## src/term_pkg.sv

```systemverilog
//------------------------------------------------------------
// Purpose: shared constants and types of the termination control
// Assumes: APB with 32-bit data, registers on aligned words
// Notes:   all latencies in clock cycles of CLK
//------------------------------------------------------------
package term_pkg;

   // -----------------------------------------------------------
   // register map
   // -----------------------------------------------------------
   localparam logic [11:0] CFG_OFF = 12'h000;
   localparam logic [11:0] STAT_OFF = 12'h004;
   localparam int CFG_W = 13;

   // -----------------------------------------------------------
   // latency constants
   // -----------------------------------------------------------
   localparam logic [4:0] LAT_OFFSET = 5'h02;    // term latency = cwl + al - 2
   localparam logic [4:0] LAT_MIN = 5'h03;       // cwl >= 5 and al >= 0
   localparam logic [5:0] CHOP_EXTRA = 6'h04;    // burst chop four return
   localparam logic [5:0] EIGHT_EXTRA = 6'h06;   // burst length eight return

   // configuration word, laid out exactly as the CFG register bits
   typedef struct packed {
      logic [3:0] al;        // additive latency
      logic [3:0] cwl;       // cas write latency
      logic [1:0] rtt_wr;    // write termination select
      logic [2:0] rtt_nom;   // nominal termination select
   } cfg_s;

   localparam cfg_s CFG_RST = '{al: 4'h0, cwl: 4'h5, rtt_wr: 2'h0, rtt_nom: 3'h0};

   // whole state of the top module except the delay line
   typedef struct packed {
      logic s1;              // pin synchroniser, first stage
      logic s2;              // pin synchroniser, second stage
      cfg_s cfg;
      logic [5:0] wcnt;      // cycles since the newest write
      logic wact;            // write-strength window running
      logic chop;            // newest write was a chop four
      logic term_en;
      logic wsel;
      logic [2:0] code;
      logic [31:0] rdata;
   } st_s;

   localparam st_s ST_RST = '{s1: 1'b0, s2: 1'b0, cfg: CFG_RST, wcnt: 6'h00, wact: 1'b0,
                              chop: 1'b0, term_en: 1'b0, wsel: 1'b0, code: 3'h0,
                              rdata: 32'h0000_0000};

endpackage

```

## src/term_delay.sv

```systemverilog
//------------------------------------------------------------
// Purpose: variable-tap delay line for the internal term request
// Assumes: tap is stable except after software reconfiguration
// Notes:   dout is a plain tap of the shift register
//------------------------------------------------------------
`timescale 1ns/10ps
module term_delay #(
   parameter int DEPTH = 32,
   parameter int TAP_W = $clog2(DEPTH)
) (
   input wire logic CLK,
   input wire logic RST,
   input wire logic DIN,
   input wire logic [TAP_W-1:0] TAP,
   output logic DOUT
);

   logic [DEPTH-1:0] sh_ff;
   logic [DEPTH-1:0] nxt_sh;

   // shift one place each cycle, newest sample at bit 0
   always_comb begin
      nxt_sh = {sh_ff[DEPTH-2:0], DIN};
   end

   always_ff @(posedge CLK or posedge RST) begin
      if (RST) begin
         sh_ff <= '0;
      end else begin
         sh_ff <= nxt_sh;
      end
   end

   assign DOUT = sh_ff[TAP];

endmodule

```

## src/term_ctrl.sv

```systemverilog
//------------------------------------------------------------
// Purpose: on-die termination control, synchronous and dynamic mode
// Assumes: pin sampled through two flops, write decode on CLK
// Notes:   APB slave answers without wait states
//------------------------------------------------------------
// Overview of operation
// RULE1: controller drops the pin early enough that termination is off before read preamble
// RULE2: controller re-enables termination only after the read postamble ends
// RULE3: termination returns once the output drivers stop driving after a read
// RULE4: dynamic mode is on when either write-termination bit is one
// RULE5: nominal strength comes from the three nominal-select bits
// RULE6: write strength comes from the two write-select bits
// RULE7: without writes nominal strength applies, switched by pin and latencies
// RULE8: any write switches to write strength write latency minus two later
// RULE9: chop-four write returns to nominal four plus turn-off latency later
// RULE10: length-eight write returns to nominal six plus turn-off latency later
// RULE11: on/off comes only from pin and latencies, writes pick strength
// RULE12: controller clears both write-select bits when running with dll off
// RULE13: controller keeps the pin high at least four cycles
// RULE14: pin with write stays high four or six cycles after the write
// RULE15: on and off follow the sampled pin by write latency minus two
// RULE16: pin is ignored unless some termination select bit is nonzero
// RULE17: latencies equal cas write latency plus additive latency minus two
// RULE18: a newer write restarts the write-strength window
// RULE19: strength switching latencies include additive latency as well
`timescale 1ns/10ps
module term_ctrl import term_pkg::*; #(
   parameter int DELAY_DEPTH = 32
) (
   input wire logic CLK,
   input wire logic RST,
   input wire logic PSEL,
   input wire logic PENABLE,
   input wire logic PWRITE,
   input wire logic [11:0] PADDR,
   input wire logic [31:0] PWDATA,
   input wire logic [3:0] PSTRB,
   output logic [31:0] PRDATA,
   output logic PREADY,
   output logic PSLVERR,
   input wire logic ODT_PIN,
   input wire logic WR_CMD,
   input wire logic WR_CHOP,
   input wire logic DQ_DRIVE,
   output logic TERM_EN,
   output logic TERM_WR_SEL,
   output logic [2:0] TERM_CODE
);

   localparam int TAP_W = $clog2(DELAY_DEPTH);

   // -----------------------------------------------------------
   // timing at a glance
   // -----------------------------------------------------------
   // the pin is captured by s1 at edge n and by s2 one edge later, then enters
   // the delay line; the tap is picked so TERM_EN changes right after edge n + lat
   // a write sampled at edge n clears wcnt, which then counts edges since that write
   // write strength runs while lat <= wcnt < lat + 4 (chop) or lat + 6 (eight)
   // the clamp at three keeps the tap from going negative, so an illegal short
   // latency gives late termination rather than a wrapped tap
   // limitation: a cfg write while the pin is high moves the tap, so the current
   // termination window grows or shrinks by the change in latency

   st_s cur_ff;
   st_s nxt_st;
   logic [4:0] lat;
   logic [4:0] lat_raw;
   logic [TAP_W-1:0] tap;
   logic req_dly;
   logic term_enable;
   logic dyn_en;
   logic [5:0] cnw;
   logic addr_cfg;
   logic addr_stat;
   logic mapped;
   logic setup;
   logic access;

   // -----------------------------------------------------------
   // decoded configuration
   // -----------------------------------------------------------
   assign term_enable = (cur_ff.cfg.rtt_nom != 3'h0) || (cur_ff.cfg.rtt_wr != 2'h0); // [RULE16]
   assign dyn_en = (cur_ff.cfg.rtt_wr != 2'h0);                                      // [RULE4]
   // turn-on, turn-off and switch latency all share cwl + al - 2
   assign lat_raw = 5'({1'b0, cur_ff.cfg.cwl} + {1'b0, cur_ff.cfg.al} - LAT_OFFSET); // [RULE17] [RULE19]
   // clamp keeps an illegal small setting from underflowing the tap
   assign lat = ((cur_ff.cfg.cwl + cur_ff.cfg.al) < 5'(LAT_MIN + LAT_OFFSET)) ? LAT_MIN : lat_raw;
   assign cnw = {1'b0, lat};                                                         // [RULE8]
   // the two synchroniser flops already supply the first cycles of delay
   assign tap = TAP_W'(lat - LAT_MIN);

   // -----------------------------------------------------------
   // internal request delay line
   // -----------------------------------------------------------
   term_delay #(.DEPTH(DELAY_DEPTH), .TAP_W(TAP_W)) u_delay (
      .CLK(CLK),
      .RST(RST),
      .DIN(cur_ff.s2),
      .TAP(tap),
      .DOUT(req_dly)
   );

   // -----------------------------------------------------------
   // APB decode
   // -----------------------------------------------------------
   assign addr_cfg = (PADDR == CFG_OFF);
   assign addr_stat = (PADDR == STAT_OFF);
   assign mapped = addr_cfg || addr_stat;
   assign setup = PSEL && !PENABLE;
   assign access = PSEL && PENABLE;
   assign PREADY = 1'b1;
   assign PSLVERR = access && !mapped;  // unmapped: error, write dropped, data zero

   // -----------------------------------------------------------
   // next state
   // -----------------------------------------------------------
   always_comb begin
      logic [5:0] cwn;
      logic [CFG_W-1:0] wr_word;
      cwn = 6'h00;
      wr_word = cur_ff.cfg;
      nxt_st = cur_ff;
      nxt_st.s1 = ODT_PIN;
      nxt_st.s2 = cur_ff.s1;

      // configuration write with byte lanes
      if (access && PWRITE && addr_cfg) begin
         if (PSTRB[0]) begin
            wr_word[7:0] = PWDATA[7:0];
         end
         if (PSTRB[1]) begin
            wr_word[CFG_W-1:8] = PWDATA[CFG_W-1:8];
         end
         nxt_st.cfg = cfg_s'(wr_word);
      end

      // write-strength window, restarted by every new write
      if (WR_CMD) begin
         nxt_st.wcnt = 6'h00;               // [RULE18]
         nxt_st.chop = WR_CHOP;
         nxt_st.wact = dyn_en;
      end else if (cur_ff.wact) begin
         nxt_st.wcnt = cur_ff.wcnt + 6'h01;
      end
      cwn = (nxt_st.chop ? CHOP_EXTRA : EIGHT_EXTRA) + {1'b0, lat}; // [RULE9] [RULE10]
      if (!WR_CMD && nxt_st.wcnt >= cwn) begin
         nxt_st.wact = 1'b0;
      end
      nxt_st.wsel = nxt_st.wact && dyn_en && (nxt_st.wcnt >= cnw) && (nxt_st.wcnt < cwn); // [RULE8]

      // on/off from delayed pin only; drivers busy forces off
      nxt_st.term_en = req_dly && term_enable && !DQ_DRIVE; // [RULE3] [RULE11] [RULE15]
      nxt_st.code = nxt_st.wsel ? {1'b0, cur_ff.cfg.rtt_wr} : cur_ff.cfg.rtt_nom; // [RULE5] [RULE6] [RULE7]

      // read data captured in setup, so PRDATA comes from a flop
      if (setup) begin
         if (addr_cfg) begin
            nxt_st.rdata = {19'h0, cur_ff.cfg};
         end else if (addr_stat) begin
            nxt_st.rdata = {21'h0, cur_ff.s2, lat, cur_ff.code, cur_ff.wsel, cur_ff.term_en};
         end else begin
            nxt_st.rdata = 32'h0000_0000;
         end
      end
   end

   // -----------------------------------------------------------
   // state register
   // -----------------------------------------------------------
   always_ff @(posedge CLK or posedge RST) begin
      if (RST) begin
         cur_ff <= ST_RST;
      end else begin
         cur_ff <= nxt_st;
      end
   end

   assign PRDATA = cur_ff.rdata;
   assign TERM_EN = cur_ff.term_en;
   assign TERM_WR_SEL = cur_ff.wsel;
   assign TERM_CODE = cur_ff.code;
endmodule

```

## config.mk

```make
export PLATFORM = sky130hd
export DESIGN_NAME = term_ctrl
export DESIGN_NICKNAME = d
export VERILOG_FILES = /design/src/term_pkg.sv /design/src/term_delay.sv /design/src/term_ctrl.sv
export SDC_FILE = /design/constraint.sdc
export NUM_CORES = 1
export LEC_CHECK = 0
export BUFFER_PORTS_ARGS = -buffer_cell sky130_fd_sc_hd__buf_2
export CAP_MARGIN = 20
export CORE_MARGIN = 1.5
export CORE_UTILIZATION = 30
export DETAILED_ROUTE_END_ITERATION = 10
export MAX_ROUTING_LAYER = met4
export SYNTH_ARGS = -nofsm -noshare
export SYNTH_HDL_FRONTEND = slang
export SYNTH_HIERARCHICAL = 1
export SYNTH_SLANG_ARGS = --single-unit
```

## constraint.sdc

```tcl
create_clock -name CLK -period 4.3 [get_ports CLK]
set_input_delay 0.43 -clock CLK [delete_from_list [all_inputs] [get_ports CLK]]
set_output_delay 0.43 -clock CLK [all_outputs]
set_load 0.01 [all_outputs]
```

### Word level (Yosys, flattened, before mapping)

Index checks and enable logic that the tools add are counted.

| word-level totals | value |
|---|---|
| bits in registers | 92 |
| bits of input ports | 57 |
| output and inout port bits | 39 |
| word-level logic and storage cells | 59 |

| cells by class | value |
|---|---|
| add/subtract/negate cells | 5 |
| magnitude comparators | 5 |
| eq/ne operators | 1 |
| multiplexer cells | 11 |
| reductions and logical operators | 22 |

Operators with widths:

| cell | number |
|---|---|
| $mux 13 | 1 |
| $eq 12x3->1 const B | 1 |
| $logic_not 12->1 | 1 |
| $mux 6 | 2 |
| $logic_and 1x1->1 | 11 |
| $mux 11 | 1 |
| $sub 5x2->5 const B | 2 |
| $add 3x5->6 | 1 |
| $add 6x1->6 const B | 1 |
| $ge 6x5->1 | 1 |
| $ge 6x6->1 | 1 |
| $lt 5x6->1 const B | 1 |
| $lt 6x6->1 | 1 |
| $add 4x4->5 | 1 |
| $bmux 1 s5 | 1 |
| $lt 5x3->1 const B | 1 |
| $mux 5 | 1 |
| $logic_not 1->1 | 4 |
| $mux 2 | 2 |
| $reduce_and 2->1 | 2 |
| $mux 3 | 1 |
| $reduce_bool 3->1 | 1 |
| $logic_or 1x1->1 | 2 |
| $mux 1 | 2 |
| $reduce_bool 2->1 | 1 |

### Depth between registers and ports, before layout

Gate-level depths: netlist of the first run.

| logic depth | value |
|---|---|
| word-level depth | 11 |
| mapped depth | 20 |

### Hierarchy

Netlist of the first run, hierarchy kept.

Modules (own cells, without submodules):

| module | times used | cells an instance | area an instance (um2) | seq. area each (um2) |
|---|---|---|---|---|
| term_ctrl | 1 | 276 | 2,711.4 | 1,028.5 |
| term_delay | 1 | 74 | 1,129.8 | 800.8 |

### Least setup slack after synthesis of the first run

Ideal clock, no wire load.

| timing path | value |
|---|---|
| kind | register to register |
| start point | register cur_ff[54] (netlist name) |
| end point | register cur_ff, in the netlist TERM_CODE[0] |
| arrival time | 4,271 ps |
| slack | -95 ps |
| cell stages (with the launch flop) | 19 |
| cells stage by stage | dfrtp_1 -> ha_1 -> fa_1 -> inv_1 -> ha_1 -> a21oi_1 -> o211ai_1 -> o21a_1 -> inv_1 -> ha_1 -> inv_1 -> ha_1 -> or3_1 -> ha_1 -> a21oi_1 -> o21ai_0 -> or3_1 -> a221oi_4 -> mux2_2 |

RTL lines:

| element | line | RTL |
|---|---|---|
| from (decl) | term_ctrl.sv:64 | `st_s cur_ff;` |
| from (signal assigned) | term_ctrl.sv:174 | `cur_ff <= nxt_st;` |

==> results of run 1 <==
what timing repair did:
action	4_1_cts	5_1_grt
resized for setup	13	12
endpoints found under the setup margin	2	4
pin swaps	10	12
setup buffers	3	1
stage by stage:
step                      hold slack (ns)  setup TNS (ns)  power (mW)  cell area [um2]
after global routing               0.1896         -0.5056       1.637             4695
final                              0.1840        -0.03388       1.575             4695
after detailed placement           0.3451         -0.3255      0.8107             4228
after global placement             0.3470         -0.2027      0.8049             4200
after CTS                          0.1897               0       1.595             4609
after floorplan                    0.3312        -0.02175      0.7862             3918
routing by layer:
layer | GRT usage [%] | up-vias | wire length (um)
met1 | 17.05 | 1312 | 3678
li1 | - | 1280 | -
met2 | 19.69 | 55 | 3950
met4 | 6.016 | 0 | 165
met3 | 3.684 | 13 | 315
met5 | - | - | 0
cell usage after synthesis (all sizes together), types with 3 or more instances:
library cell | number | area (um2)
nand3 | 11 | 55.05
buf | 40 | 311.5
inv | 15 | 56.30
mux2 | 16 | 183.9
clkbuf | 5 | 18.77
nand2 | 32 | 122.6
mux2i | 21 | 210.2
o211ai | 6 | 45.04
nor3 | 3 | 20.02
xor2 | 7 | 61.31
dfrtp | 71 | 1777
ha | 21 | 262.8
nor2 | 14 | 52.55
nand4 | 4 | 25.02
and3 | 4 | 25.02
or3 | 3 | 18.77
o21ai | 10 | 50.05
xnor2 | 3 | 26.28
nand2b | 7 | 43.79
a22oi | 9 | 67.56
a21oi | 17 | 85.08
nor2b | 5 | 31.28
flip-flops by register name, summed over array words and instances, names as in the netlist:
signal	count
PRDATA	13
TERM_CODE	3
TERM_EN	1
TERM_WR_SEL	1
cur_ff	23
u_delay/sh_ff	32
worst max-delay path: stages (launching register included):
cell and delay, ns:
dfrtp_1 0.42, ha_4 0.18, fa_2 0.63, inv_2 0.07, ha_4 0.16, a21oi_4 0.13
o211ai_1 0.12, o21a_1 0.23, inv_2 0.09, ha_4 0.12, inv_2 0.04, buf_6 0.10
nand2_2 0.05, and3_1 0.14, mux2i_1 0.07, xnor2_1 0.19, ha_1 0.29, nand4_1 0.11
a21oi_1 0.05, or3_4 0.37, a221oi_4 0.29, mux2_4 0.34
path summary, 6_finish.rpt:
kind / start / endpoint / slack [ns] / cells past startpoint
hold / removal: RST / u_delay/sh_ff[10] / 0.18 / 2
hold reg to reg: cur_ff[59] / cur_ff[58] / 0.37 / 0
setup / recovery: cur_ff[54] / TERM_CODE[0] / -0.02 / 21
min in group CLK: ODT_PIN / cur_ff[59] / 0.20 / 1
max in group asynchronous: RST / u_delay/sh_ff[30] / 3.61 / 3
setup reg to reg: cur_ff[54] / TERM_CODE[0] / -0.02 / 21
power groups by stage:
stage | combinational, mW | clock [mW] | sequential, mW
2_1_floorplan | 0.0606 | 0 | 0.726
3_3_place_gp | 0.0761 | 0 | 0.729
3_5_place_dp | 0.0810 | 0 | 0.730
4_1_cts | 0.0820 | 0.795 | 0.718
5_1_grt | 0.0941 | 0.824 | 0.719
6_report | 0.0828 | 0.775 | 0.718
area by class of cell:
class / instances / share of cell area [%]
flip-flops and latches: 73 / 38.97
multi-input cells: 235 / 38.89
repair buffers: 76 / 9.781
clock inverters: 6 / 1.786
clock buffers: 9 / 4.797
well taps: 172 / 4.584
inverters: 15 / 1.199
logic make-up after synthesis:
group | Yosys count
xor+xnor | 11
mux | 37
buf+inv | 60
other cells | 2
flops | 73
simple gates | 91
compound gates | 54
fa+ha+maj | 22
==> metrics.txt, run 1 <==
combinational fraction of design power 5.3%; Crit Path Max Fanout 3; DRT Pass-1 Iters 4; CP Launch Type register; clk_skew 0.005298 ns; share of cells above drive strength 1 32.13%; Synth Register Bits 73; vias in the first global route 2723; final setup vio count 2; RSZ-0062 raised after global routing yes; Max Buffers Root-to-Sink 2; initial antenna violation count 0; CTS Buf Count 9; largest net degree at the start of global routing 42; commonest cells after routing, fill and taps aside dfrtp_1 (71), buf_2 (54), nand2_1 (29); clk_lat worst skew 0.34 ns; DP Worst Slack -0.1645 ns; fmax 0.2315 GHz; worst hold path class in -> async; Non-Filler Instances 586; failing checks setup timing; Root Buffer clkbuf_16; antenna-violating nets left 0; largest family of logic cells by synthesized area simple AND/OR/NAND/NOR gates; Psw 0.3337 mW; clock share of power 49.2%; PD cells 335.5 nW/um2; overall routing resource usage 13.32%; critical path class reg -> reg; Post-synth EDFFs 0; Layout fillers 1253; Cell variety after synth 50; Seq. cell area 1829 um2; synthesized area 3841 um2; max cap viols 0; PnR worst setup slack -0.02025 ns; Pins Over Slew Limit 0; Final Cycle Share 100.5%; crit path DAT 4.54 ns; GP Congestion 0.7909; initial DRC count 88; final core utilization 37.35%; part of the power in registers 45.6%; Compound-Gate Fraction of Synth Area 9.349%; row cnt 41; global-route wire length before repair 13310 um; Simple-Gate Fraction of Synth Area 12.28%; CP Capture Type register; P_int 1.241 mW; syn avg cell area 10.97 um2; grt total ovfl 0; Area Growth Syn to Fin 22.21%; Switching Share 21.19%; clk slew on worst S/H paths 0.06 ns; Lkg Pwr 2.214 nW; Nets 489; # port buffers 54; cts hold-fix bufs 0; die footprint 13490 um2; mux cell area share after synthesis 10.26%; status finished, violations left; most common cell after layout, fill and taps aside dfrtp_1; Multi-input gate area 1826 um2; Antenna diodes 0; post-DP HPWL 6022 um; DRC violations left 0; Final min period 4.320 ns; sequential-to-total area share from yosys stat 47.62%; Synth Area in Adders 7.362%; cell count after placement 567; Primary FF master, synth dfrtp_1; H-tree depth 3; CTS tree done; worst path required time 4.52 ns; worst IR drop on VDD 0.1851 mV; die height 116.2 um; final number of hold-violating endpoints 0; Via Count 2660; Max transition margin 39.84%; Synth Area in XOR/XNOR 2.866%; total core area 12570 um2; routed len/inst 13.84 um; Clock Sinks 73; Boundary Pins 96; die width 116.2 um; routed wire length 8109 um; Worst Tran Pin Value 0.8975 ns; Syn Inst Count 350; ys async rst share 100.0%; Synth Warn # 6; Via density 4.539; Initial Util 30.56%
Power figures use the tool's default switching activity.
==> run 2, diff against run 1 <==
- BUFFER_PORTS_ARGS: -buffer_cell sky130_fd_sc_hd__buf_2 -> unset
- DONT_BUFFER_PORTS: unset -> 1
==> metrics.txt, run 2 (synthesis results as in run 1) <==
clk_skew 0.005788 ns (was 0.005298 ns); Post-DP Area 3953 um2 (was 4228 um2); die width 116.2 um (unchanged); commonest cells after routing, fill and taps aside dfrtp_1 (71), nand2_1 (30), buf_4 (22) (was dfrtp_1 (71), buf_2 (54), nand2_1 (29)); Tot Pwr 1.516 mW (was 1.575 mW); DRT Pass-1 Iters 4 (unchanged); Antenna diodes 0 (unchanged); Final Cycle Share 99.79% (was 100.5%); PnR worst setup slack 0.008821 ns (was -0.02025 ns); Area Growth Syn to Fin 15.05% (was 22.21%); Via density 4.607 (was 4.539); routed len/inst 15.07 um (was 13.84 um); routed wire length 8050 um (was 8109 um); CP Launch Type register (unchanged); max cap viols 0 (unchanged); status finished, final reports clean (was finished, violations left); grt total ovfl 0 (unchanged); Final Instance Area 4419 um2 (was 4695 um2); Seq. cell area 1829 um2 (unchanged); worst hold slack 0.05462 ns (was 0.1840 ns); RSZ-0062 raised after global routing yes (unchanged); total core area 12570 um2 (unchanged); Lkg Pwr 1.945 nW (was 2.214 nW); Worst Tran Pin Value 0.9142 ns (was 0.8975 ns); most common cell after layout, fill and taps aside dfrtp_1 (unchanged); post-DP HPWL 5767 um (was 6022 um); clk slew on worst S/H paths 0.06 ns (about the same); DRC violations left 0 (unchanged); H-tree depth 3 (unchanged); Multi-input gate area 1821 um2 (was 1826 um2); final setup vio count 0 (was 2); Max Buffers Root-to-Sink 2 (unchanged); Non-Filler Instances 534 (was 586); die height 116.2 um (unchanged); Boundary Pins 96 (unchanged); Root Buffer clkbuf_16 (unchanged); overall routing resource usage 12.93% (was 13.32%); worst path required time 4.52 ns (about the same); antenna-violating nets left 0 (unchanged); worst hold path class in -> async (unchanged); crit path DAT 4.51 ns (was 4.54 ns); reg-to-reg endpoint TERM_CODE[0] (unchanged); fmax 0.2330 GHz (was 0.2315 GHz); FF-to-FF setup slack 0.009 ns (was -0.02 ns); Max transition margin 38.72% (was 39.84%); global-route wire length before repair 12740 um (was 13310 um); initial antenna violation count 0 (unchanged); CP Capture Type register (unchanged); die footprint 13490 um2 (unchanged); worst setup path end TERM_CODE[0] (unchanged); clk_lat worst skew 0.34 ns (about the same); Reg2Reg Launch Point cur_ff[54] (unchanged); initial DRC count 132 (was 88); Layout fillers 1235 (was 1253); critical path class reg -> reg (unchanged); Via Count 2460 (was 2660); Clock Sinks 73 (unchanged); worst IR drop on VDD 0.1722 mV (was 0.1851 mV); Worst setup startpoint cur_ff[54] (unchanged); Nets 437 (was 489); Crit Path Max Fanout 4 (was 3); max reg flops 32 (unchanged); Largest Register u_delay/sh_ff (unchanged); vias in the first global route 2473 (was 2723); DP Worst Slack -0.1651 ns (was -0.1645 ns); cell count after placement 515 (was 567); Initial Util 30.56% (unchanged); share of cells above drive strength 1 22.93% (was 32.13%); PD cells 343.0 nW/um2 (was 335.5 nW/um2); final number of hold-violating endpoints 0 (unchanged); # port buffers 0 (was 54); GP Congestion 0.8335 (was 0.7909); Pins Over Slew Limit 0 (unchanged); CTS tree done (unchanged); Final min period 4.291 ns (was 4.320 ns); Reg2Reg Depth 21 (unchanged); row cnt 41 (unchanged); CTS Buf Count 9 (unchanged); largest net degree at the start of global routing 42 (unchanged)
## run 2: changes by cell type in the layout (fill, tap and decap cells not counted), moves of 2 or more
cell / previous run / this run
a21oi_2: 1 / 3
ha_2: 0 / 2
clkinv_2: 3 / 0
clkinvlp_4: 0 / 4
buf_2: 54 / 0
buf_4: 20 / 22
a21oi_1: 15 / 13
## run 2: repair_timing
| action | 4_1_cts | 5_1_grt |
|---|---|---|
| hold buffers | 0 | 0 |
| pin swaps | 8 | 10 |
| gates resized for setup | 12 | 14 |
| setup buffers | 1 | 3 |
| endpoints found under the setup margin | 3 | 4 |
## run 2: worst min-delay path by stage
stage | start | endpoint | slack, ns
after floorplan | cur_ff[59] | cur_ff[58] | 0.33
final | RST | u_delay/sh_ff[12] | 0.05
after CTS | ODT_PIN | cur_ff[59] | 0.10
after global placement | cur_ff[59] | cur_ff[58] | 0.35
after global routing | RST | u_delay/sh_ff[19] | 0.09
after detailed placement | cur_ff[59] | cur_ff[58] | 0.34
## run 2: area by class of cell
class / count / share of cell area [%]
Clock inverter: 6 / 1.557
Sequential cell: 73 / 41.39
Inverter: 15 / 1.274
Timing Repair Buffer: 24 / 4.615
Clock buffer: 9 / 5.096
Multi-Input combinational cell: 235 / 41.19
Tap cell: 172 / 4.870
## run 2: worst max-delay path, cell delays in order (launching register included)
cell and delay [ns]:
dfrtp_1 0.41, ha_4 0.18, fa_2 0.61, inv_2 0.06, ha_4 0.16, a21oi_4 0.14
o211ai_1 0.12, o21a_1 0.23, inv_2 0.08, ha_4 0.12, inv_2 0.04, buf_6 0.10
nand2_2 0.05, and3_4 0.17, mux2i_2 0.07, xnor2_1 0.14, ha_1 0.33, nand4_1 0.12
a21oi_2 0.05, or3_4 0.37, a221oi_4 0.29, mux2_4 0.33
## run 2: per-layer routing
layer	vias up	track usage [%]	wire [um]
met1	1214	16.52	3615
li1	1175	-	-
met4	0	5.366	119
met2	61	18.90	3854
met5	-	-	0
met3	10	4.203	460
## run 2: stage by stage
step / TNS [ns] / utilization [%]
global placement: -0.2544 / 31.45
floorplan: -0.02175 / -
global route: -0.3693 / 35.16
CTS: 0 / 34.20
detailed placement: -0.3286 / 31.45
finish: 0 / 35.16
## run 2: report_power, final
group | internal (mW) | switching [mW] | leakage, nW
logic | 0.0197 | 0.0410 | 0.887
clock network | 0.447 | 0.289 | 0.130
registers | 0.707 | 0.0118 | 0.928
total | 1.17 | 0.342 | 1.94
==> run 3, diff against run 2 <==
- REMOVE_ABC_BUFFERS: unset -> 1
- clock period: 4.3 -> 3.6 ns (I/O delays scaled with it)
==> metrics.txt, run 3 (synthesis results as in run 1) <==
Reg2Reg Launch Point cur_ff[54] (unchanged); Initial Util 30.56% (unchanged); grt total ovfl 0 (unchanged); Final min period 4.268 ns (was 4.291 ns); overall routing resource usage 13.60% (was 12.93%); worst path required time 3.81 ns (was 4.52 ns); final number of hold-violating endpoints 0 (unchanged); clk_skew 0.005739 ns (was 0.005788 ns); FF-to-FF setup slack -0.67 ns (was 0.009 ns); die height 116.2 um (unchanged); Non-Filler Instances 565 (was 534); Critical Path Most Common Cell ha_4; worst hold path class in -> async (unchanged); Slowest cell on crit path fa_2 (unchanged); global-route wire length before repair 13350 um (was 12740 um); row cnt 41 (unchanged); # port buffers 0 (unchanged); Max Buffers Root-to-Sink 2 (unchanged); Lkg Pwr 2.149 nW (was 1.945 nW); Final Instance Area 4812 um2 (was 4419 um2); Clock Sinks 73 (unchanged); Post-DP Area 4136 um2 (was 3953 um2); Max transition margin 36.52% (was 38.72%); Final Cycle Share 118.5% (was 99.79%); Routed met1 length 3738 um (was 3615 um); PD cells 395.1 nW/um2 (was 343.0 nW/um2); total core area 12570 um2 (unchanged); routed wl met2 4290 um (was 3854 um); crit path DAT 4.48 ns (was 4.51 ns); Via Count 2628 (was 2460); Multi-input gate area 1948 um2 (was 1821 um2); Root Buffer clkbuf_16 (unchanged); crit path cell chain ha_4 -> fa_2 -> inv_2 -> ha_4 -> a21oi_4 -> o211ai_1 -> o21a_1 -> inv_2 -> ha_4 -> inv_2 -> ha_2 -> or3_4 -> ha_4 -> a21oi_1 -> o21ai_2 -> or3_4 -> a221oi_4 -> mux2_4 (was ha_4 -> fa_2 -> inv_2 -> ha_4 -> a21oi_4 -> o211ai_1 -> o21a_1 -> inv_2 -> ha_4 -> inv_2 -> buf_6 -> nand2_2 -> and3_4 -> mux2i_2 -> xnor2_1 -> ha_1 -> nand4_1 -> a21oi_2 -> or3_4 -> a221oi_4 -> mux2_4); vias in the first global route 2672 (was 2473); cell count after placement 539 (was 515); initial antenna violation count 0 (unchanged); fmax 0.2343 GHz (was 0.2330 GHz); Boundary Pins 96 (unchanged); Antenna diodes 0 (unchanged); cts hold-fix bufs 0 (unchanged); max reg flops 32 (unchanged); GP Congestion 0.8749 (was 0.8335); CTS Buf Count 9 (unchanged); post-DP HPWL 5935 um (was 5767 um); Reg2Reg Depth 18 (was 21); CP Capture Type register (unchanged); RSZ-0062 raised after global routing yes (unchanged); DRT Pass-1 Iters 4 (unchanged); DR top layer met4 (unchanged); Worst Tran Pin Value 0.9470 ns (was 0.9142 ns); PnR worst setup slack -0.6676 ns (was 0.008821 ns); worst IR drop on VDD 0.3225 mV (was 0.1722 mV); antenna-violating nets left 0 (unchanged); Largest Register u_delay/sh_ff (unchanged); Pins Over Slew Limit 0 (unchanged); largest net degree at the start of global routing 42 (unchanged); die width 116.2 um (unchanged); share of cells above drive strength 1 32.06% (was 22.93%); Seq. cell area 1829 um2 (unchanged); Nets 467 (was 437); max cap viols 0 (unchanged); Via density 4.651 (was 4.607); final setup vio count 6 (was 0); H-tree depth 3 (unchanged); initial DRC count 90 (was 132); Layout fillers 1230 (was 1235); die footprint 13490 um2 (unchanged); met3 wire len 431 um (was 460 um); failing checks setup timing; DRC violations left 0 (unchanged); status finished, violations left (was finished, final reports clean); routed len/inst 15.09 um (was 15.07 um); commonest cells after routing, fill and taps aside dfrtp_1 (71), buf_4 (50), nand2_1 (30) (was dfrtp_1 (71), nand2_1 (30), buf_4 (22)); clk_lat worst skew 0.33 ns (was 0.34 ns); peak per-stage delay on the critical path 0.58 ns (was 0.61 ns); clk slew on worst S/H paths 0.06 ns (about the same); Crit Path Max Fanout 3 (was 4); critical path class reg -> reg (unchanged); CTS tree done (unchanged); routed wire length 8528 um (was 8050 um); CP Launch Type register (unchanged); most common cell after layout, fill and taps aside dfrtp_1 (unchanged); Area Growth Syn to Fin 25.28% (was 15.05%); reg-to-reg endpoint TERM_CODE[0] (unchanged)
## run 3: cell types whose count changed in the layout (fill, tap and decap cells not counted), moves of 3 or more
| cell | change |
|---|---|
| o21ai_0 | -3 |
| ha_4 | +3 |
| buf_4 | +28 |
| clkinvlp_4 | -3 |
## run 3: worst max-delay path by stage
stage,from,to,slack (ns)
3_5_place_dp,cur_ff[54],TERM_CODE[1],-0.88
5_1_grt,cur_ff[54],TERM_CODE[1],-0.76
3_3_place_gp,cur_ff[54],TERM_CODE[0],-0.72
4_1_cts,cur_ff[54],TERM_CODE[0],-0.64
2_1_floorplan,cur_ff[54],TERM_CODE[0],-0.80
6_report,cur_ff[54],TERM_CODE[0],-0.67
## run 3: per-stage QoR
step	setup WS, ns	power, mW	utilization (%)	hold slack [ns]	TNS (ns)
after floorplan	-0.7953	0.9170	-	0.3312	-2.808
after global placement	-0.7196	0.9375	32.91	0.3426	-2.925
after detailed placement	-0.8829	0.9397	32.91	0.3435	-3.718
after CTS	-0.6433	1.921	36.78	0.04105	-2.711
after global routing	-0.7611	1.980	38.29	0.03649	-3.284
final	-0.6676	1.901	38.29	0.02181	-2.633
## run 3: what timing repair did
item | 4_1_cts | 5_1_grt
pin swaps | 12 | 22
setup endpoints to repair | 6 | 6
resized for setup | 26 | 27
setup buffers | 5 | 5
## run 3: critical path, delay by kind of cell, from the launching register on
kind | cells | cell delay (ns)
AO/OA/AOI/OAI | 6 | 1.05
adder cells (fa/ha/maj) | 6 | 1.46
multiplexers | 1 | 0.33
flip-flops | 1 | 0.41
buffers and inverters | 3 | 0.19
AND/OR/NAND/NOR | 2 | 0.72
## run 3: per-layer routing
layer,up-vias,track usage (%)
li1,1236,-
met1,1305,16.42
met2,81,22.12
met3,6,3.788
met4,0,4.390
met5,-,-
## run 3: power breakdown
part	total (mW)	switching, mW	internal [mW]
combinational	0.0740	0.0499	0.0241
clock	0.968	0.327	0.641
sequential	0.859	0.0148	0.845
total	1.90	0.391	1.51
## run 3: cell type report
cell class	count	area share, %
clock buffer	11	5.252
clock inverter	5	1.612
inverter	15	1.170
multi-input combinational	235	40.48
sequential	73	38.01
tap	172	4.472
timing repair buffer	54	8.996
